===== src/logic/dwc_map.vh =====
// Register indices, field positions, widths and reset values of the debug watchpoint block
`ifndef DWC_MAP_VH
`define DWC_MAP_VH

// ==========================================================================
// Register indices on the scan register port
`define DWC_SEL_W            5
`define DWC_REG_CONTROL      5'h00
`define DWC_REG_STATUS       5'h01
`define DWC_REG_WP0_BASE     5'h08
`define DWC_REG_WP1_BASE     5'h10
`define DWC_OFS_ADDR_VALUE   3'h0
`define DWC_OFS_ADDR_MASK    3'h1
`define DWC_OFS_DATA_VALUE   3'h2
`define DWC_OFS_DATA_MASK    3'h3
`define DWC_OFS_CTRL_VALUE   3'h4
`define DWC_OFS_CTRL_MASK    3'h5

// ==========================================================================
// Debug control register fields
`define DWC_CTRL_W           3
`define DWC_CTRL_IRQ_BLOCK   2
`define DWC_CTRL_HALT_REQ    1
`define DWC_CTRL_HALT_ACK    0
`define DWC_CTRL_RST         3'h0

// ==========================================================================
// Debug status register fields
`define DWC_STAT_W           5
`define DWC_STAT_ISA         4
`define DWC_STAT_DONE        3
`define DWC_STAT_IRQ_PERMIT  2
`define DWC_STAT_HALT_REQ    1
`define DWC_STAT_HALT_ACK    0
`define DWC_STAT_RST         5'h00

// ==========================================================================
// Watchpoint control value and mask fields
`define DWC_CV_W             9
`define DWC_CM_W             8
`define DWC_CV_DIRECTION     0
`define DWC_CV_SIZE_LO       1
`define DWC_CV_SIZE_HI       2
`define DWC_CV_FETCH         3
`define DWC_CV_PRIVILEGE     4
`define DWC_CV_EXTERN        5
`define DWC_CV_LINK          6
`define DWC_CV_SPAN          7
`define DWC_CV_ENABLE        8
`define DWC_CV_RST           9'h000
`define DWC_CM_RST           8'hff
`define DWC_VALUE_RST        32'h0000_0000
`define DWC_MASK_RST         32'hffff_ffff

`endif


===== src/logic/dwc_top.v =====
// Debug watchpoint control: two coupled watchpoints, debug control and status
`timescale 1ns/10ps
`default_nettype none
`include "dwc_map.vh"
// What this block does
// Exact address watch: value loaded, mask zero
// Data mask all ones ignores data
// Control value selects fetch, direction, size
// Control mask zero on watched fields
// Set address mask bits are ignored
// Three-bit control: irq block, request, acknowledge
// Selector high writes control, low reads
// Irq permit low on acknowledge or block
// Synced request ORed with pin, driven out
// Request latch opens only in idle state
// Acknowledge out is core ack OR bit0
// Five-bit status register, writable with selector
// Status request, ack, done synced to tck
// Address match loads data match into link
// Watchpoint 1 link feeds watchpoint 0
// Watchpoint 1 span feeds watchpoint 0
// Ranges are power-of-two masked regions
// Disabled watchpoint still drives span output
// Span input matched at zero triggers
// Extern inputs taken at core clock fall
// Watchpoints programmed only while core stopped; the block accepts watchpoint writes at any time
// Control and status accessible any time
// Break only when enable bit set
// Link cleared on watchpoint control value write or trst
// Each control value bit except enable has a mask bit

module dwc_top (
  input  wire        clk,
  input  wire        rst_b,
  input  wire        tck,
  input  wire        trst_b,
  input  wire        tap_idle,
  input  wire        reg_update,
  input  wire        reg_write,
  input  wire [4:0]  reg_select,
  input  wire [31:0] reg_wdata,
  input  wire        core_debug_clock,
  input  wire [31:0] core_addr,
  input  wire [31:0] core_data,
  input  wire        fetch_n,
  input  wire        direction_n,
  input  wire [1:0]  access_size,
  input  wire        privilege_n,
  input  wire [1:0]  watch_extern,
  input  wire        halt_request,
  input  wire        core_halt_acknowledge,
  input  wire        compact_isa_state,
  input  wire        memory_request_n,
  output reg  [31:0] reg_rdata,
  output reg         halt_request_internal,
  output reg         halt_acknowledge,
  output reg         irq_permit,
  output reg         break_hit
);

  // ========================================================================
  // Input synchronisers
  localparam SYNC_W = 118;

  wire [SYNC_W-1:0] pin_raw;
  reg  [SYNC_W-1:0] pin_meta;
  reg  [SYNC_W-1:0] pin_sync;

  // All pins except clk and rst_b in one vector so every one passes the same two stages
  assign pin_raw = {tck, trst_b, tap_idle, reg_update, reg_write, reg_select,
                    reg_wdata, core_debug_clock, core_addr, core_data,
                    fetch_n, direction_n, access_size, privilege_n,
                    watch_extern, halt_request, core_halt_acknowledge,
                    compact_isa_state, memory_request_n};

  // Two flip-flops; only the second stage is read by logic
  always @(posedge clk or negedge rst_b) begin
    if (!rst_b) begin
      pin_meta <= {SYNC_W{1'b0}};
      pin_sync <= {SYNC_W{1'b0}};
    end else begin
      pin_meta <= pin_raw;
      pin_sync <= pin_meta;
    end
  end

  // Named slices of the synchronised vector
  wire        s_tck;
  wire        s_trst_b;
  wire        s_tap_idle;
  wire        s_update;
  wire        s_write;
  wire [4:0]  s_select;
  wire [31:0] s_wdata;
  wire        s_core_clk;
  wire [31:0] s_addr;
  wire [31:0] s_data;
  wire        s_fetch_n;
  wire        s_direction_n;
  wire [1:0]  s_size;
  wire        s_privilege_n;
  wire [1:0]  s_extern;
  wire        s_halt_request;
  wire        s_core_ack;
  wire        s_isa;
  wire        s_mreq_n;

  assign s_tck          = pin_sync[117];
  assign s_trst_b       = pin_sync[116];
  assign s_tap_idle     = pin_sync[115];
  assign s_update       = pin_sync[114];
  assign s_write        = pin_sync[113];
  assign s_select       = pin_sync[112:108];
  assign s_wdata        = pin_sync[107:76];
  assign s_core_clk     = pin_sync[75];
  assign s_addr         = pin_sync[74:43];
  assign s_data         = pin_sync[42:11];
  assign s_fetch_n      = pin_sync[10];
  assign s_direction_n  = pin_sync[9];
  assign s_size         = pin_sync[8:7];
  assign s_privilege_n  = pin_sync[6];
  assign s_extern       = pin_sync[5:4];
  assign s_halt_request = pin_sync[3];
  assign s_core_ack     = pin_sync[2];
  assign s_isa          = pin_sync[1];
  assign s_mreq_n       = pin_sync[0];

  // ========================================================================
  // Clock edge detection on the two sampled clocks
  reg tck_prev;
  reg core_clk_prev;

  always @(posedge clk or negedge rst_b) begin
    if (!rst_b) begin
      tck_prev      <= 1'b0;
      core_clk_prev <= 1'b0;
    end else begin
      tck_prev      <= s_tck;
      core_clk_prev <= s_core_clk;
    end
  end

  wire tck_rise;
  wire core_fall;
  wire access;
  wire wr_access;
  wire rd_access;

  assign tck_rise  = s_tck & ~tck_prev;
  assign core_fall = core_clk_prev & ~s_core_clk;
  // Register access completes on a test clock rise with update high
  assign access    = tck_rise & s_update & s_trst_b;
  assign wr_access = access & s_write;
  assign rd_access = access & ~s_write;

  // ========================================================================
  // Watchpoint register storage
  reg [31:0] wp_addr_value [0:1];
  reg [31:0] wp_addr_mask  [0:1];
  reg [31:0] wp_data_value [0:1];
  reg [31:0] wp_data_mask  [0:1];
  reg [8:0]  wp_ctrl_value [0:1];
  reg [7:0]  wp_ctrl_mask  [0:1];
  reg [1:0]  ctrl_value_wr;

  // Which watchpoint a select addresses, or none
  function [1:0] wp_hit;
    input [4:0] sel;
    begin
      wp_hit[0] = (sel[4:3] == `DWC_REG_WP0_BASE >> 3) && (sel[2:0] <= `DWC_OFS_CTRL_MASK);
      wp_hit[1] = (sel[4:3] == `DWC_REG_WP1_BASE >> 3) && (sel[2:0] <= `DWC_OFS_CTRL_MASK);
    end
  endfunction

  integer i;

  // Debugger loads comparator values; keeping the core stopped is its duty
  always @(posedge clk or negedge rst_b) begin
    if (!rst_b) begin
      for (i = 0; i < 2; i = i + 1) begin
        wp_addr_value[i] <= `DWC_VALUE_RST;
        wp_addr_mask[i]  <= `DWC_MASK_RST;
        wp_data_value[i] <= `DWC_VALUE_RST;
        wp_data_mask[i]  <= `DWC_MASK_RST;
        wp_ctrl_value[i] <= `DWC_CV_RST;
        wp_ctrl_mask[i]  <= `DWC_CM_RST;
      end
      ctrl_value_wr <= 2'b00;
    end else begin
      ctrl_value_wr <= 2'b00;
      for (i = 0; i < 2; i = i + 1) begin
        if (wr_access && wp_hit(s_select) == (2'b01 << i)) begin
          case (s_select[2:0])
            `DWC_OFS_ADDR_VALUE: wp_addr_value[i] <= s_wdata;
            `DWC_OFS_ADDR_MASK:  wp_addr_mask[i]  <= s_wdata;
            `DWC_OFS_DATA_VALUE: wp_data_value[i] <= s_wdata;
            `DWC_OFS_DATA_MASK:  wp_data_mask[i]  <= s_wdata;
            `DWC_OFS_CTRL_VALUE: begin
              wp_ctrl_value[i] <= s_wdata[`DWC_CV_W-1:0];
              ctrl_value_wr[i] <= 1'b1;
            end
            `DWC_OFS_CTRL_MASK:  wp_ctrl_mask[i]  <= s_wdata[`DWC_CM_W-1:0];
            default: wp_addr_value[i] <= wp_addr_value[i];
          endcase
        end
      end
    end
  end

  // ========================================================================
  // Core bus capture on the falling edge of the core debug clock
  reg [31:0] cap_addr;
  reg [31:0] cap_data;
  reg [4:0]  cap_ctrl;
  reg [1:0]  cap_extern;
  reg        eval;

  always @(posedge clk or negedge rst_b) begin
    if (!rst_b) begin
      cap_addr   <= 32'h0000_0000;
      cap_data   <= 32'h0000_0000;
      cap_ctrl   <= 5'h00;
      cap_extern <= 2'h0;
      eval       <= 1'b0;
    end else begin
      eval <= core_fall;
      if (core_fall) begin
        cap_addr   <= s_addr;
        cap_data   <= s_data;
        cap_ctrl   <= {s_privilege_n, s_fetch_n, s_size, s_direction_n};
        cap_extern <= s_extern;
      end
    end
  end

  // ========================================================================
  // Two watchpoints, unit 1 coupled into unit 0
  wire       link_1;
  wire       span_1;
  wire       trig_1;
  wire       trig_0;
  wire [7:0] bus_ctrl_0;
  wire [7:0] bus_ctrl_1;

  // Unit 1 has neither link nor span input
  assign bus_ctrl_1 = {1'b0, 1'b0, cap_extern[1], cap_ctrl};
  assign bus_ctrl_0 = {span_1, link_1, cap_extern[0], cap_ctrl};

  dwc_watch #(
    .HAS_LINK (1)
  ) u_watch_1 (
    .clk        (clk),
    .rst_b      (rst_b),
    .addr_value (wp_addr_value[1]),
    .addr_mask  (wp_addr_mask[1]),
    .data_value (wp_data_value[1]),
    .data_mask  (wp_data_mask[1]),
    .ctrl_value (wp_ctrl_value[1]),
    .ctrl_mask  (wp_ctrl_mask[1]),
    .bus_addr   (cap_addr),
    .bus_data   (cap_data),
    .bus_ctrl   (bus_ctrl_1),
    .eval       (eval),
    .link_clear (ctrl_value_wr[1] | ~s_trst_b),
    .link_out   (link_1),
    .span_out   (span_1),
    .trigger    (trig_1)
  );

  // Unit 0 has no link output of its own
  dwc_watch #(
    .HAS_LINK (0)
  ) u_watch_0 (
    .clk        (clk),
    .rst_b      (rst_b),
    .addr_value (wp_addr_value[0]),
    .addr_mask  (wp_addr_mask[0]),
    .data_value (wp_data_value[0]),
    .data_mask  (wp_data_mask[0]),
    .ctrl_value (wp_ctrl_value[0]),
    .ctrl_mask  (wp_ctrl_mask[0]),
    .bus_addr   (cap_addr),
    .bus_data   (cap_data),
    .bus_ctrl   (bus_ctrl_0),
    .eval       (eval),
    .link_clear (ctrl_value_wr[0] | ~s_trst_b),
    .link_out   (),
    .span_out   (),
    .trigger    (trig_0)
  );

  // Break decided once per core clock fall, held until the next one
  always @(posedge clk or negedge rst_b) begin
    if (!rst_b) begin
      break_hit <= 1'b0;
    end else if (eval) begin
      break_hit <= trig_0 | trig_1;
    end
  end

  // ========================================================================
  // Debug control register and forced request latch
  reg [2:0] debug_control;
  reg       forced_request;

  always @(posedge clk or negedge rst_b) begin
    if (!rst_b) begin
      debug_control <= `DWC_CTRL_RST;
    end else if (!s_trst_b) begin
      debug_control <= `DWC_CTRL_RST;
    end else if (wr_access && s_select == `DWC_REG_CONTROL) begin
      debug_control <= s_wdata[`DWC_CTRL_W-1:0];
    end
  end

  // Latch is transparent only in Run-Test/Idle so many cores enter together
  always @(posedge clk or negedge rst_b) begin
    if (!rst_b) begin
      forced_request <= 1'b0;
    end else if (s_tap_idle) begin
      forced_request <= debug_control[`DWC_CTRL_HALT_REQ];
    end
  end

  // ========================================================================
  // Request, acknowledge and interrupt permit outputs
  wire next_halt_request;
  wire next_halt_ack;
  wire next_irq_permit;

  assign next_halt_request = forced_request | s_halt_request;
  assign next_halt_ack     = s_core_ack | debug_control[`DWC_CTRL_HALT_ACK];
  // Both interrupt kinds are blocked while debugging or when blocked by bit 2
  assign next_irq_permit   = ~(next_halt_ack | debug_control[`DWC_CTRL_IRQ_BLOCK]);

  always @(posedge clk or negedge rst_b) begin
    if (!rst_b) begin
      halt_request_internal <= 1'b0;
      halt_acknowledge      <= 1'b0;
      irq_permit            <= 1'b1;
    end else begin
      halt_request_internal <= next_halt_request;
      halt_acknowledge      <= next_halt_ack;
      irq_permit            <= next_irq_permit;
    end
  end

  // ========================================================================
  // Debug status register, refreshed on every test clock rise that is not a status write
  reg [4:0] debug_status;

  always @(posedge clk or negedge rst_b) begin
    if (!rst_b) begin
      debug_status <= `DWC_STAT_RST;
    end else if (wr_access && s_select == `DWC_REG_STATUS) begin
      debug_status <= s_wdata[`DWC_STAT_W-1:0];
    end else if (tck_rise) begin
      debug_status[`DWC_STAT_ISA]        <= s_isa;
      debug_status[`DWC_STAT_DONE]       <= s_mreq_n;
      debug_status[`DWC_STAT_IRQ_PERMIT] <= irq_permit;
      debug_status[`DWC_STAT_HALT_REQ]   <= halt_request_internal;
      debug_status[`DWC_STAT_HALT_ACK]   <= halt_acknowledge;
    end
  end

  // ========================================================================
  // Read data path
  reg [31:0] next_rdata;
  integer    j;

  // Unmapped selects and reserved bits read as zero
  always @* begin
    next_rdata = 32'h0000_0000;
    if (s_select == `DWC_REG_CONTROL) begin
      next_rdata[`DWC_CTRL_W-1:0] = debug_control;
    end else if (s_select == `DWC_REG_STATUS) begin
      next_rdata[`DWC_STAT_W-1:0] = debug_status;
    end else begin
      for (j = 0; j < 2; j = j + 1) begin
        if (wp_hit(s_select) == (2'b01 << j)) begin
          case (s_select[2:0])
            `DWC_OFS_ADDR_VALUE: next_rdata = wp_addr_value[j];
            `DWC_OFS_ADDR_MASK:  next_rdata = wp_addr_mask[j];
            `DWC_OFS_DATA_VALUE: next_rdata = wp_data_value[j];
            `DWC_OFS_DATA_MASK:  next_rdata = wp_data_mask[j];
            `DWC_OFS_CTRL_VALUE: next_rdata[`DWC_CV_W-1:0] = wp_ctrl_value[j];
            `DWC_OFS_CTRL_MASK:  next_rdata[`DWC_CM_W-1:0] = wp_ctrl_mask[j];
            default:             next_rdata = 32'h0000_0000;
          endcase
        end
      end
    end
  end

  // Read data is loaded on a read access and held until the next one
  always @(posedge clk or negedge rst_b) begin
    if (!rst_b) begin
      reg_rdata <= 32'h0000_0000;
    end else if (rd_access) begin
      reg_rdata <= next_rdata;
    end
  end

endmodule // dwc_top

`default_nettype wire


===== src/logic/dwc_watch.v =====
// One watchpoint comparator unit with link latch and span output
`timescale 1ns/10ps
`default_nettype none
`include "dwc_map.vh"

module dwc_watch #(
  parameter HAS_LINK = 1
) (
  input  wire        clk,
  input  wire        rst_b,
  input  wire [31:0] addr_value,
  input  wire [31:0] addr_mask,
  input  wire [31:0] data_value,
  input  wire [31:0] data_mask,
  input  wire [8:0]  ctrl_value,
  input  wire [7:0]  ctrl_mask,
  input  wire [31:0] bus_addr,
  input  wire [31:0] bus_data,
  input  wire [7:0]  bus_ctrl,
  input  wire        eval,
  input  wire        link_clear,
  output reg         link_out,
  output wire        span_out,
  output wire        trigger
);

  // ========================================================================
  // Compare
  wire addr_side;
  wire data_side;

  // Every bit equal or masked out; shared by both comparator halves
  function all_match;
    input [36:0] v;
    input [36:0] b;
    input [36:0] m;
    begin
      all_match = &((v ~^ b) | m);
    end
  endfunction

  // Address half covers control bits 4:0, mask bit set ignores that bit
  assign addr_side = all_match({addr_value, ctrl_value[4:0]},
                               {bus_addr, bus_ctrl[4:0]},
                               {addr_mask, ctrl_mask[4:0]});
  // Data half covers control bits 7:5, padding bits forced to match
  assign data_side = all_match({2'b00, data_value, ctrl_value[7:5]},
                               {2'b00, bus_data, bus_ctrl[7:5]},
                               {2'b11, data_mask, ctrl_mask[7:5]});

  // Span is the full match, whatever the enable bit says
  assign span_out = addr_side & data_side;
  // Enable bit lives only in the value register and is never masked
  assign trigger  = span_out & ctrl_value[`DWC_CV_ENABLE];

  // ========================================================================
  // Link latch: address half opens it, data half is what it stores
  always @(posedge clk or negedge rst_b) begin
    if (!rst_b) begin
      link_out <= 1'b0;
    end else if (link_clear) begin
      link_out <= 1'b0;
    end else if (eval && addr_side) begin
      link_out <= (HAS_LINK != 0) ? data_side : 1'b0;
    end
  end

endmodule // dwc_watch

`default_nettype wire


===== config.mk =====
export PLATFORM = sky130hd
export DESIGN_NAME = dwc_top
export DESIGN_NICKNAME = d
export VERILOG_FILES = /design/src/logic/dwc_top.v /design/src/logic/dwc_watch.v
export VERILOG_INCLUDE_DIRS = /design/src /design/src/logic
export SDC_FILE = /design/constraint.sdc
export NUM_CORES = 1
export LEC_CHECK = 0
export BUFFER_PORTS_ARGS = -buffer_cell sky130_fd_sc_hd__buf_2
export CAP_MARGIN = 20
export CORE_UTILIZATION = 43
export DETAILED_ROUTE_END_ITERATION = 8
export HOLD_SLACK_MARGIN = 0.12
export PLACE_DENSITY_LB_ADDON = 0.12
export SLEW_MARGIN = 20
export SYNTH_ARGS = -nofsm -noshare
export SYNTH_HDL_FRONTEND = slang
export SYNTH_HIERARCHICAL = 1
export SYNTH_SLANG_ARGS = --single-unit

===== constraint.sdc =====
create_clock -name clk -period 3.06 [get_ports clk]
set_input_delay 0.153 -clock clk [delete_from_list [all_inputs] [get_ports clk]]
set_output_delay 0.153 -clock clk [all_outputs]
set_load 0.05 [all_outputs]

# Word level (Yosys, flattened, before mapping)
# Cells that the tools add are included.
# Widths: inputs -> output; s select.
# totals
ff_bits	648
input_bits	120
output_inout_bits	36
wordCells	120
# classes
order_cmp	1
eq_ne	11
n_mux	21
n_bitwise	28
n_reduce_logical	28
# op_table
operator	count
$or 37x37->37	4
$reduce_and 37->1	4
$pmux 23 s5	1
$pmux 8 s6	2
$pmux 23 s4	1
$xnor 35x35->37	2
$xnor 37x37->37	2
$mux 32	2
$mux 29	1
$mux 27	1
$reduce_and 2->1	12
$mux 5	3
$and 1x1->1	10
$mux 3	3
$logic_and 1x1->1	7
$eq 3x2->1 const B	2
$eq 3x3->1 const B	2
$pmux 1 s6	1
$eq 5x1->1 const B	1
$logic_not 5->1	1
$mux 1	5
$not 1->1	5
$or 1x1->1	5
$pmux 1 s5	1
other kinds (8)	11

# Depth between registers and ports, before layout
# Gate-level depths: netlist (run 1).
# depth
depth_word	10
mapped_depth	12
depth_no_buf	12

# Modules after synthesis
# The synthesis (run 1) kept the hierarchy.
# by_module_without_submodules
mod	n_inst	cells_per_inst	area_each_um2	seq_area_each_um2
dwc_top	1	1421	23797.8	16372.0
dwc_watch (u_watch_1)	1	128	994.7	25.0
dwc_watch (u_watch_0)	1	125	959.7	0.0

# Worst setup path after synthesis (run 1)
# No wires, ideal clock.
# synth_path
path_type	reg-to-reg
startpoint	register cap_data[3]
endpoint	register break_hit
setup_time_ps	77
arrival_ps	2425
required_time_ps	2983
slack_ps	557
path_stages_with_launch	13
path_buffers	0
synth_period_minus_slack_ps	2503
path_cell_list	dfrtp_1 > xnor2_1 > o22ai_1 > nor4_1 > o211ai_1 > nor4_1 > xnor2_1 > o22ai_1 > nor4_1 > nand4_1 > nor4_2 > nor2_1 > a21oi_1
# synth_via
elab_chain_len	10
word_cells_on_any_way	11
classes_between	bitwise: 9; reduce/logical: 2
# synth_rtl
item	line_no	text
start, declared	dwc_top.v:213	reg [31:0] cap_data;
start signal, assigned	dwc_top.v:229	cap_data <= s_data;
$xnor 35x35->37	dwc_watch.v:38	all_match = &((v ~^ b) | m);
$or 37x37->37	dwc_watch.v:38	
$reduce_and 37->1	dwc_watch.v:38	
$and 1x1->1	dwc_watch.v:52	assign span_out = addr_side & data_side;
net span_1	dwc_top.v:239	wire span_1;
$xnor 35x35->37	dwc_watch.v:38	
$or 37x37->37	dwc_watch.v:38	
$reduce_and 37->1	dwc_watch.v:38	
$and 1x1->1	dwc_watch.v:52	
$and 1x1->1	dwc_watch.v:54	assign trigger = span_out & ctrl_value[`DWC_CV_ENABLE];
net trig_0	dwc_top.v:241	wire trig_0;
$or 1x1->1	dwc_top.v:297	break_hit <= trig_0 | trig_1;
end signal, assigned	dwc_top.v:297	
end, declared	dwc_top.v:58	output reg break_hit
# The timed path passes the listed nets, and every way through them passes these cells.
# A chain may end at the register's enable or synchronous reset.

# Worst setup path after layout (run 1)
# layout_path
startpoint	register wp_data_value[23] in the netlist's numbering
endpoint	register break_hit
# layout_via
elab_chain_len	10
word_cells_on_any_way	11
classes_between	bitwise: 9; reduce/logical: 2
# layout_rtl
item	line_no	text
start, declared	dwc_top.v:160	reg [31:0] wp_data_value [0:1];
start signal, assigned by index	dwc_top.v:183	wp_data_value[i] <= `DWC_VALUE_RST;
start signal, assigned by index	dwc_top.v:196	`DWC_OFS_DATA_VALUE: wp_data_value[i] <= s_wdata;
$xnor 35x35->37	dwc_watch.v:38	
$or 37x37->37	dwc_watch.v:38	
$reduce_and 37->1	dwc_watch.v:38	
$and 1x1->1	dwc_watch.v:52	
net span_1	dwc_top.v:239	
$xnor 35x35->37	dwc_watch.v:38	
$or 37x37->37	dwc_watch.v:38	
$reduce_and 37->1	dwc_watch.v:38	
$and 1x1->1	dwc_watch.v:52	
$and 1x1->1	dwc_watch.v:54	
net trig_0	dwc_top.v:241	
$or 1x1->1	dwc_top.v:297	
# The timed path passes the listed nets, and every way through them passes these cells.

==> reports/results.tsv, run 1 <==
stage	metric	value	unit
run_status	outcome	complete, no violations	
place	DP HPWL	50.2	mm
sta	Slew headroom	49.0	%
sta	unrepaired setup endpoints after global routing	no	
floorplanning	starting density of the core	43.6	%
detailed_routing	Avg WL per Cell	26.3	um
floorplanning	Site Rows	89	
critical_path	Worst Setup Path Type	reg -> reg	
power	Power Dens Cells	627	nW/um^2
sta	Final Hold Vio Count	0	
critical_path	reg-to-reg endpoint	break_hit$_DFFE_PN0P_	
power	Peak VDD IR	0.608	mV
power	Leak Pwr	13.9	nW
global_route	vias in the first global route	16100	
detailed_routing	ANT nets after route	0	
floorplanning	Die Y-Extent	246	um
layout	Fillers	4950	
sta	worst-margin pin slew	0.764	ns
floorplanning	Die Wd	246	um
critical_path	CP endpoint kind	register	
layout	Area Growth Syn to Fin	22.9	%
global_route	largest net degree at the start of global routing	88	
cts	clk sink count	647	
place	RePlAce Congestion	0.897	
layout	Nets	2154	
cts	H-tree depth	3	
sta	fmax	0.346	GHz
cts	CTS max path bufs	3	
detailed_routing	via count	15600	
floorplanning	I/O pin count	156	
cts	CTS tree	built	
critical_path	WP data required	3.59	ns
floorplanning	Total Die Area	60800	sq um
critical_path	Critical Path Max Stage Delay	0.42	ns
critical_path	CP arrival	3.42	ns
critical_path	CP max-delay cell	dfrtp_1	
critical_path	Worst R2R Setup Slack	0.17	ns
global_route	antenna violations before repair	2	
sta	min Tclk post-route	2.89	ns
critical_path	most frequent CP cell	nor4_2	
synth	synth warn	6	
synth	Post-Synthesis Cells	1669	
place	port bufs	155	
sta	Worst Slack Setup Final	0.166	ns
detailed_routing	# DRC	0	
sta	Final setup violation count	0	
sta	setup TNS	0	ns
cts	Clk pin slew, worst setup/hold paths	0.06	ns
hold_path	Hold Crit Class	in -> async	
critical_path	Top Family by Delay on Critical Path	simple AND/OR/NAND/NOR gates	
layout	Multi-input gate area	9010	sq um
cts	cts bufs inserted	70	
global_route	first-pass GRT wire length	111	mm
job	Max Cap Violations	0	
layout	fin util	53.5	%
synth	Cell Area, Synth	25700	sq um
sta	Max Slew Vio Count	0	
layout	register area	16400	sq um
global_route	total track usage	25.4	%
sta	final period utilization	94.6	%
critical_path	crit path launch	wp_data_value[23]$_DFFE_PN0P_	
detailed_routing	routed wire length	75.2	mm
critical_path	R2R Path Start	wp_data_value[23]$_DFFE_PN0P_	
detailed_routing	Pre-Repair DR Iteration Count	5	
synth	Avg Cell Area, Syn	15.4	sq um
critical_path	reg2reg path depth	13	
floorplanning	core area	59000	sq um
critical_path	Critical Path Fanout Max	3	
place	Place WS	-0.443	ns
critical_path	CP Cell Sequence	xnor2_2, o22ai_2, nor4_4, nand3_2, nor4_2, buf_4, xnor2_1, o22ai_1, nor4_1, nand4_1, nor4_2, nor2_1, a21oi_1	
critical_path	WP buf/inv	1	
cts	latest clock arrival within the worst-skew pair	0.61	ns
critical_path	type of origin of the critical path	register	
detailed_routing	Via-to-Cell Ratio	5.46	
sta	worst clock skew	0.0141	ns
layout	share of layout cells above drive strength 1	45.7	%
cts	root buf cell	clkbuf_16	
detailed_routing	Initial DRC Count	1172	
global_route	GRT overflow	0	
cells in the final DEF, fill, tap and decap left out, types with 31 or more instances in the layout:
cell type      instances
dlygate4sd3_1        119
o22ai_1               70
buf_2                154
o21ai_0               45
a22oi_1               31
mux2_2               332
dfstp_2              145
clkbuf_16             71
nand2_1               65
xnor2_1              141
dfrtp_1              500
mux4_2                52
buf_4                 86
through the flow:
step | hold slack, ns | cell area [sq um] | cells | total power, mW
5_1_grt | 0.169 | 31600 | 2860 | 20.5
2_1_floorplan | -0.143 | 25700 | 1670 | 10.3
3_5_place_dp | 0.233 | 28000 | 2616 | 11.3
6_report | 0.171 | 31600 | 2861 | 19.8
4_1_cts | 0.152 | 31500 | 2860 | 20.0
3_3_place_gp | 0.227 | 28000 | 2616 | 11.3
layout make-up:
type | count | share of cell area, %
Multi-Input combinational cell | 937 | 28.5
Inverter | 4 | 0.0475
Clock inverter | 25 | 0.891
Timing Repair Buffer | 374 | 9.19
Clock buffer | 100 | 6.44
Tap cell | 773 | 3.06
Antenna cell | 1 | 0.00792
Sequential cell | 647 | 51.8
flip-flops by register name, indices dropped and copies added, names as in the netlist, 16 cells and up:
signal and flops:
wp_data_mask 64, pin_sync 118, cap_addr 32, pin_meta 118, reg_rdata 32, wp_ctrl_mask 16, wp_ctrl_value 18, wp_addr_value 64
wp_data_value 64, wp_addr_mask 64, cap_data 32
worst max path at each step:
stage | to | slack (ns) | depth (start not counted)
6_report | break_hit$_DFFE_PN0P_ | 0.17 | 13
3_5_place_dp | break_hit$_DFFE_PN0P_ | -0.44 | 13
4_1_cts | break_hit$_DFFE_PN0P_ | 0.01 | 13
2_1_floorplan | break_hit$_DFFE_PN0P_ | 0.59 | 12
3_3_place_gp | break_hit$_DFFE_PN0P_ | -0.49 | 13
5_1_grt | break_hit$_DFFE_PN0P_ | 0.01 | 13
per-layer routing:
| metal | up-vias | GRT usage [%] | routed length (um) | part of all wire [%] |
|---|---|---|---|---|
| li1 | 6784 | - | - | - |
| met1 | 8278 | 35.7 | 33700 | 45 |
| met2 | 438 | 40.3 | 35600 | 47 |
| met3 | 116 | 4.42 | 3890 | 5.2 |
| met4 | 0 | 7.70 | 2060 | 2.7 |
| met5 | - | 0 | 0 | 0 |
repair_timing:
item,CTS,global route
hold buffers,119,0
buffers inserted,0,0
endpoints found under the setup margin,1,1
pin swaps,1,3
endpoints found under the hold margin,184,0
resized for setup,5,8
power breakdown:
part,internal [mW],switching (mW),total (mW)
Sequential,9.03,0.433,9.46
Combinational,0.880,0.947,1.83
Clock,5.13,3.38,8.50
Power figures use the tool's default switching activity.
==> run 2, diff against run 1 <==
Settings changed: MAX_ROUTING_LAYER set to met4.
==> reports/results.tsv, run 2 (synthesis gave the netlist of run 1 again) <==
stage	metric	value	unit	change
run_status	outcome	complete, no violations		
layout	share of layout cells above drive strength 1	45.6	%	-0.066 points
power	sw frac	24.0	%	-0.034 points
layout	Regs by FF count	pin_meta: 118 flops, pin_sync: 118 flops		
global_route	first-pass GRT wire length	112	mm	+1.6%
detailed_routing	detailed-routed wire length on met3	3.75	mm	-3.6%
sta	min Tclk post-route	2.86	ns	-0.0371 ns
place	RePlAce Congestion	0.888		-1.0%
cts	CTS max path bufs	3		unchanged
floorplanning	I/O pin count	156		unchanged
layout	Area Growth Syn to Fin	23.7	%	
sta	Final setup violation count	0		unchanged
critical_path	Critical Path Max Stage Delay	0.42	ns	about the same
power	Peak VDD IR	0.528	mV	-13%
layout	register area	16400	sq um	unchanged
global_route	antenna violations before repair	0		-2
cts	H-tree depth	3		unchanged
critical_path	CP max-delay cell	dfrtp_1		
sta	Max Slew Vio Count	0		unchanged
critical_path	Top Family by Delay on Critical Path	simple AND/OR/NAND/NOR gates		
floorplanning	core area	59000	sq um	unchanged
cts	clk sink count	647		unchanged
detailed_routing	# DRC	0		unchanged
job	Max Cap Violations	0		unchanged
sta	final period utilization	93.4	%	-1.2 points
cts	Clk pin slew, worst setup/hold paths	0.06	ns	about the same
detailed_routing	met2 wire len	35.6	mm	about the same
critical_path	Worst Setup Path Type	reg -> reg		
detailed_routing	Pre-Repair DR Iteration Count	5		unchanged
place	DP HPWL	50.2	mm	about the same
hold_path	Hold Crit Class	in -> reg		
cts	cts bufs inserted	71		+1.4%
cts	total setup buffers inserted after CTS	0		unchanged
floorplanning	Site Rows	89		unchanged
global_route	vias in the first global route	16600		+3.0%
cts	CTS tree	built		
critical_path	Worst R2R Setup Slack	0.20	ns	+0.04 ns
critical_path	Critical Path Fanout Max	3		unchanged
critical_path	type of origin of the critical path	register		
detailed_routing	ANT nets after route	0		unchanged
layout	commonest non-fill, non-tap cells in the layout	dfrtp_1 (500), mux2_2 (332), buf_2 (154)		
detailed_routing	Via-to-Cell Ratio	5.48		+0.47%
critical_path	CP Cell Sequence	xnor2_2, o22ai_1, nor4_4, nand3_1, nor4_1, buf_4, xnor2_1, o22ai_1, nor4_2, nand4_1, nor4_2, nor2_1, a21oi_1		
critical_path	CP arrival	3.40	ns	-0.02 ns
critical_path	CP endpoint kind	register		
layout	Multi-input gate area	8970	sq um	-0.49%
global_route	GRT overflow	0		unchanged
power	register share of total power	46.3	%	-1.5 points
detailed_routing	highest routed layer	met4		
floorplanning	Die Wd	246	um	unchanged
cts	root buf cell	clkbuf_16		
layout	Nets	2153		-0.046%
sta	hold_ws	0.169	ns	-0.00187 ns
power	Combinational Power Share	8.9	%	-0.3 points
power	Power Dens Cells	643	nW/um^2	+2.7%
detailed_routing	Avg WL per Cell	26.5	um	+0.84%
critical_path	WP data required	3.61	ns	+0.02 ns
power	Leak Pwr	14.0	nW	+0.56%
cts	latest clock arrival within the worst-skew pair	0.62	ns	about the same
power	clock share of power	44.8	%	+1.8 points
floorplanning	Die Y-Extent	246	um	unchanged
sta	worst-margin pin slew	0.779	ns	+0.0151 ns
global_route	total track usage	26.6	%	+1.2 points
sta	fmax	0.350	GHz	+1.3%
detailed_routing	M1 wire length	34.1	mm	+1.2%
layout	Fillers	4913		-0.75%
layout	commonest non-fill, non-tap cell in the layout	dfrtp_1		
place	port bufs	155		unchanged
detailed_routing	Initial DRC Count	1162		-0.85%
sta	Final Hold Vio Count	0		unchanged
sta	Slew headroom	48.0	%	-1.0 points
floorplanning	starting density of the core	43.6	%	unchanged
floorplanning	Total Die Area	60800	sq um	unchanged
sta	setup TNS	0	ns	unchanged
sta	worst clock skew	0.0232	ns	+0.00909 ns
detailed_routing	routed wire length	75.9	mm	+0.98%
critical_path	WP buf/inv	1		unchanged
global_route	largest net degree at the start of global routing	127		+44%
power	P_int	15.5	mW	+3.4%
power	NetSw	4.91	mW	+3.2%
detailed_routing	via count	15700		+0.61%
==> run 2: changes by cell type in the layout (fill, tap and decap cells not counted), sizes merged <==
cell | previous run | this run
clkbuf | 100 | 96
inv | 4 | 5
bufinv | 6 | 10
clkinv | 18 | 17
buf | 255 | 253
clkinvlp | 1 | 6
diode | 1 | 2
==> run 2: final timing paths <==
check | from | to | depth (start not counted)
max reg2reg | cap_data[23]$_DFFE_PN0P_ | break_hit$_DFFE_PN0P_ | 13
max | cap_data[23]$_DFFE_PN0P_ | break_hit$_DFFE_PN0P_ | 13
min reg2reg | pin_meta[49]$_DFF_PN0_ | pin_sync[49]$_DFF_PN0_ | 0
max in group asynchronous | rst_b | pin_sync[108]$_DFF_PN0_ | 3
min in group asynchronous | rst_b | wp_addr_mask[40]$_DFFE_PN1P_ | 2
min | core_data[2] | pin_meta[13]$_DFF_PN0_ | 2
==> run 2: repair_timing <==
item                       4_1_cts  5_1_grt
setup endpoints to repair        1        1
pin swaps                        0        4
hold endpoints to repair       547        0
resized for setup                3        3
hold buffers                   120        0
==> run 2: power groups by stage <==
stage / registers, mW / clock network [mW] / logic, mW
detailed placement: 9.61 / 0 / 1.69
CTS: 9.47 / 9.38 / 1.83
global route: 9.51 / 9.75 / 1.95
finish: 9.47 / 9.16 / 1.83
global placement: 9.60 / 0 / 1.69
floorplan: 9.48 / 0 / 0.833
==> run 2: worst reg2reg max path, stage by stage (launching register included) <==
cell and delay (ns):
dfrtp_1 0.42, xnor2_2 0.22, o22ai_1 0.17, nor4_4 0.41
nand3_1 0.17, nor4_1 0.31, buf_4 0.16, xnor2_1 0.11
o22ai_1 0.10, nor4_2 0.14, nand4_1 0.14, nor4_2 0.23
nor2_1 0.06, a21oi_1 0.14
==> run 2: area by class of cell <==
class	count	share of cell area, %
diodes	2	0.0157
clock buffers	96	6.53
clock inverters	34	1.45
inverters	4	0.0472
multi-input cells	937	28.2
flip-flops and latches	647	51.5
well taps	773	3.04
repair buffers	372	9.22
==> run 2: routing by layer <==
metal | global-route usage, % | vias up
met4 | 9.22 | 0
met5 | - | -
met1 | 35.9 | 8363
met3 | 5.50 | 125
li1 | - | 6781
met2 | 40.1 | 442
==> run 2: stage by stage <==
step	instances	area [sq um]	power, mW	worst slack, ns	utilization, %
2_1_floorplan	1670	25700	10.3	0.588	-
3_3_place_gp	2613	28000	11.3	-0.403	47.4
3_5_place_dp	2613	28000	11.3	-0.369	47.4
4_1_cts	2863	31800	20.7	0.00811	53.8
5_1_grt	2863	31800	21.2	-0.00579	53.9
6_report	2865	31800	20.5	0.203	53.9
==> run 3, diff against run 2 <==
Settings changed: GPL_TIMING_DRIVEN set to 0.
==> reports/results.tsv, run 3 (synthesis gave the netlist of run 1 again) <==
stage	metric	value	unit	change
sta	Final setup violation count	1		+1
critical_path	type of origin of the critical path	register		
layout	share of layout cells above drive strength 1	44.2	%	-1.4 points
detailed_routing	met2 wire len	36.0	mm	+1.2%
hold_path	Hold Crit Class	in -> reg		
cts	clk sink count	647		unchanged
place	port bufs	155		unchanged
cts	CTS tree	built		
detailed_routing	Via-to-Cell Ratio	5.55		+1.2%
detailed_routing	Initial DRC Count	1374		+18%
global_route	GRT overflow	0		unchanged
place	placed cell count	2605		-0.31%
critical_path	Worst R2R Setup Slack	-0.09	ns	-0.30 ns
layout	Nets	2149		-0.19%
critical_path	WP data required	3.60	ns	about the same
sta	setup TNS	-0.0927	ns	-0.0927 ns
layout	final non-filler cell total	2859		-0.21%
global_route	largest net degree at the start of global routing	102		-20%
global_route	antenna violations before repair	0		unchanged
critical_path	CP arrival	3.69	ns	+0.29 ns
detailed_routing	highest routed layer	met4		
detailed_routing	Avg WL per Cell	27.5	um	+3.7%
place	RePlAce Congestion	0.974		+9.6%
power	Power Dens Cells	641	nW/um^2	-0.37%
layout	n_diodes	0		-2
global_route	total track usage	27.4	%	+0.79 points
critical_path	Worst Setup Path Type	reg -> reg		
detailed_routing	# DRC	0		unchanged
run_status	failing checks	setup timing		
cts	H-tree depth	3		unchanged
layout	Fillers	4904		-0.18%
layout	Area Growth Syn to Fin	22.8	%	
layout	post-route cell area	31600	sq um	-0.77%
sta	Max Slew Vio Count	0		unchanged
layout	fin util	53.5	%	-0.41 points
cts	root buf cell	clkbuf_16		
floorplanning	Total Die Area	60800	sq um	unchanged
detailed_routing	routed wire length	78.5	mm	+3.4%
sta	Slew headroom	20.5	%	-28 points
sta	Worst Slack Setup Final	-0.0927	ns	-0.295 ns
floorplanning	starting density of the core	43.6	%	unchanged
sta	min Tclk post-route	3.15	ns	+0.295 ns
floorplanning	Die Wd	246	um	unchanged
power	Leak Pwr	13.7	nW	-1.6%
critical_path	reg2reg path depth	12		-1
critical_path	Worst setup endpoint	break_hit$_DFFE_PN0P_		
layout	commonest non-fill, non-tap cells in the layout	dfrtp_1 (500), mux2_2 (332), buf_2 (185)		
detailed_routing	Pre-Repair DR Iteration Count	7		+2
detailed_routing	via count	15900		+1.0%
critical_path	reg-to-reg endpoint	break_hit$_DFFE_PN0P_		
detailed_routing	detailed-routed wire length on met3	4.39	mm	+17%
layout	Regs by FF count	pin_meta: 118 flops, pin_sync: 118 flops		
place	dpl cell area	27700	sq um	-1.2%
floorplanning	Site Rows	89		unchanged
critical_path	crit path launch	cap_data[29]$_DFFE_PN0P_		
sta	unrepaired setup endpoints after global routing	yes		
sta	final period utilization	103	%	+9.7 points
global_route	vias in the first global route	16100		-2.9%
sta	worst-margin pin slew	1.19	ns	+0.413 ns
place	DP HPWL	55.5	mm	+11%
critical_path	R2R Path Start	cap_data[29]$_DFFE_PN0P_		
power	Peak VDD IR	0.615	mV	+17%
cts	cts bufs inserted	71		unchanged
critical_path	CP endpoint kind	register		
place	Place WS	-1.03	ns	-0.658 ns
run_status	outcome	complete, but fails checks		
cts	Clk pin slew, worst setup/hold paths	0.06	ns	about the same
layout	commonest non-fill, non-tap cell in the layout	dfrtp_1		
cts	CTS max path bufs	3		unchanged
global_route	first-pass GRT wire length	114	mm	+1.3%
detailed_routing	M1 wire length	35.4	mm	+3.9%
sta	worst clock skew	0.0223	ns	-0.000869 ns
detailed_routing	ANT nets after route	0		unchanged
floorplanning	I/O pin count	156		unchanged
floorplanning	Die Y-Extent	246	um	unchanged
floorplanning	core area	59000	sq um	unchanged
sta	Final Hold Vio Count	0		unchanged
sta	fmax	0.317	GHz	-9.4%
job	Max Cap Violations	0		unchanged
critical_path	Critical Path Fanout Max	2		-1
cts	latest clock arrival within the worst-skew pair	0.62	ns	about the same
run 3: changes by cell type in the layout (fill, tap and decap cells not counted), sizes merged, moves of 2 or more:
cell    before  now
buf        253  215
clkbuf      96  127
diode        2    0
inv          5    7
run 3: how the worst min path moves through the flow:
| stage | startpoint | to | depth (start not counted) |
|---|---|---|---|
| after floorplan | rst_b | break_hit$_DFFE_PN0P_ | 0 |
| after global placement | reg_wdata[19] | pin_meta[95]$_DFF_PN0_ | 1 |
| after detailed placement | rst_b | pin_meta[1]$_DFF_PN0_ | 1 |
| after CTS | core_addr[15] | pin_meta[58]$_DFF_PN0_ | 2 |
| after global routing | core_addr[13] | pin_meta[56]$_DFF_PN0_ | 2 |
| final | core_addr[13] | pin_meta[56]$_DFF_PN0_ | 2 |
run 3: per-stage QoR:
stage	total power [mW]	hold slack (ns)
5_1_grt	20.9	0.147
4_1_cts	20.4	0.140
6_report	20.2	0.171
3_5_place_dp	11.2	0.117
3_3_place_gp	11.2	0.260
2_1_floorplan	10.3	-0.143
run 3: per-layer routing:
metal / vias to the layer above / track usage, %
met1: 8432 / 38.2
li1: 6773 / -
met3: 132 / 4.76
met2: 537 / 40.6
met5: - / -
met4: 0 / 9.28
run 3: repair_timing:
| action | 4_1_cts | 5_1_grt |
|---|---|---|
| setup buffers | 1 | 1 |
| resized for setup | 27 | 2 |
| pin swaps | 13 | 3 |
| setup endpoints to repair | 5 | 1 |
| hold endpoints to repair | 221 | 0 |
| hold buffers | 121 | 0 |
run 3: report_power, final:
part	leakage [nW]	internal [mW]	switching (mW)	total, mW
Clock	1.19	5.41	3.54	8.95
Combinational	4.78	0.807	0.966	1.77
Sequential	7.76	9.03	0.473	9.50
run 3: final cells by class:
class / count / area, sq um / area share (%)
buffer: 82 / 413 / 1.31
clock inverter: 36 / 445 / 1.41
multi-input combinational: 937 / 9100 / 28.8
clock buffer: 94 / 2010 / 6.36
timing repair buffer: 286 / 2240 / 7.09
sequential: 647 / 16400 / 51.9
tap: 773 / 967 / 3.06
inverter: 4 / 15.0 / 0.0476
run 3: worst max-delay path, cell delays in order (launching register included):
cell	delay (ns)
dfrtp_2	0.46
xnor2_4	0.30
o22ai_4	0.14
nor4_4	0.41
o211ai_1	0.23
nor4_4	0.39
xnor2_1	0.16
o22ai_1	0.09
nor4_2	0.23
nand4_1	0.16
nor4_2	0.30
nor2_1	0.07
a21oi_1	0.13
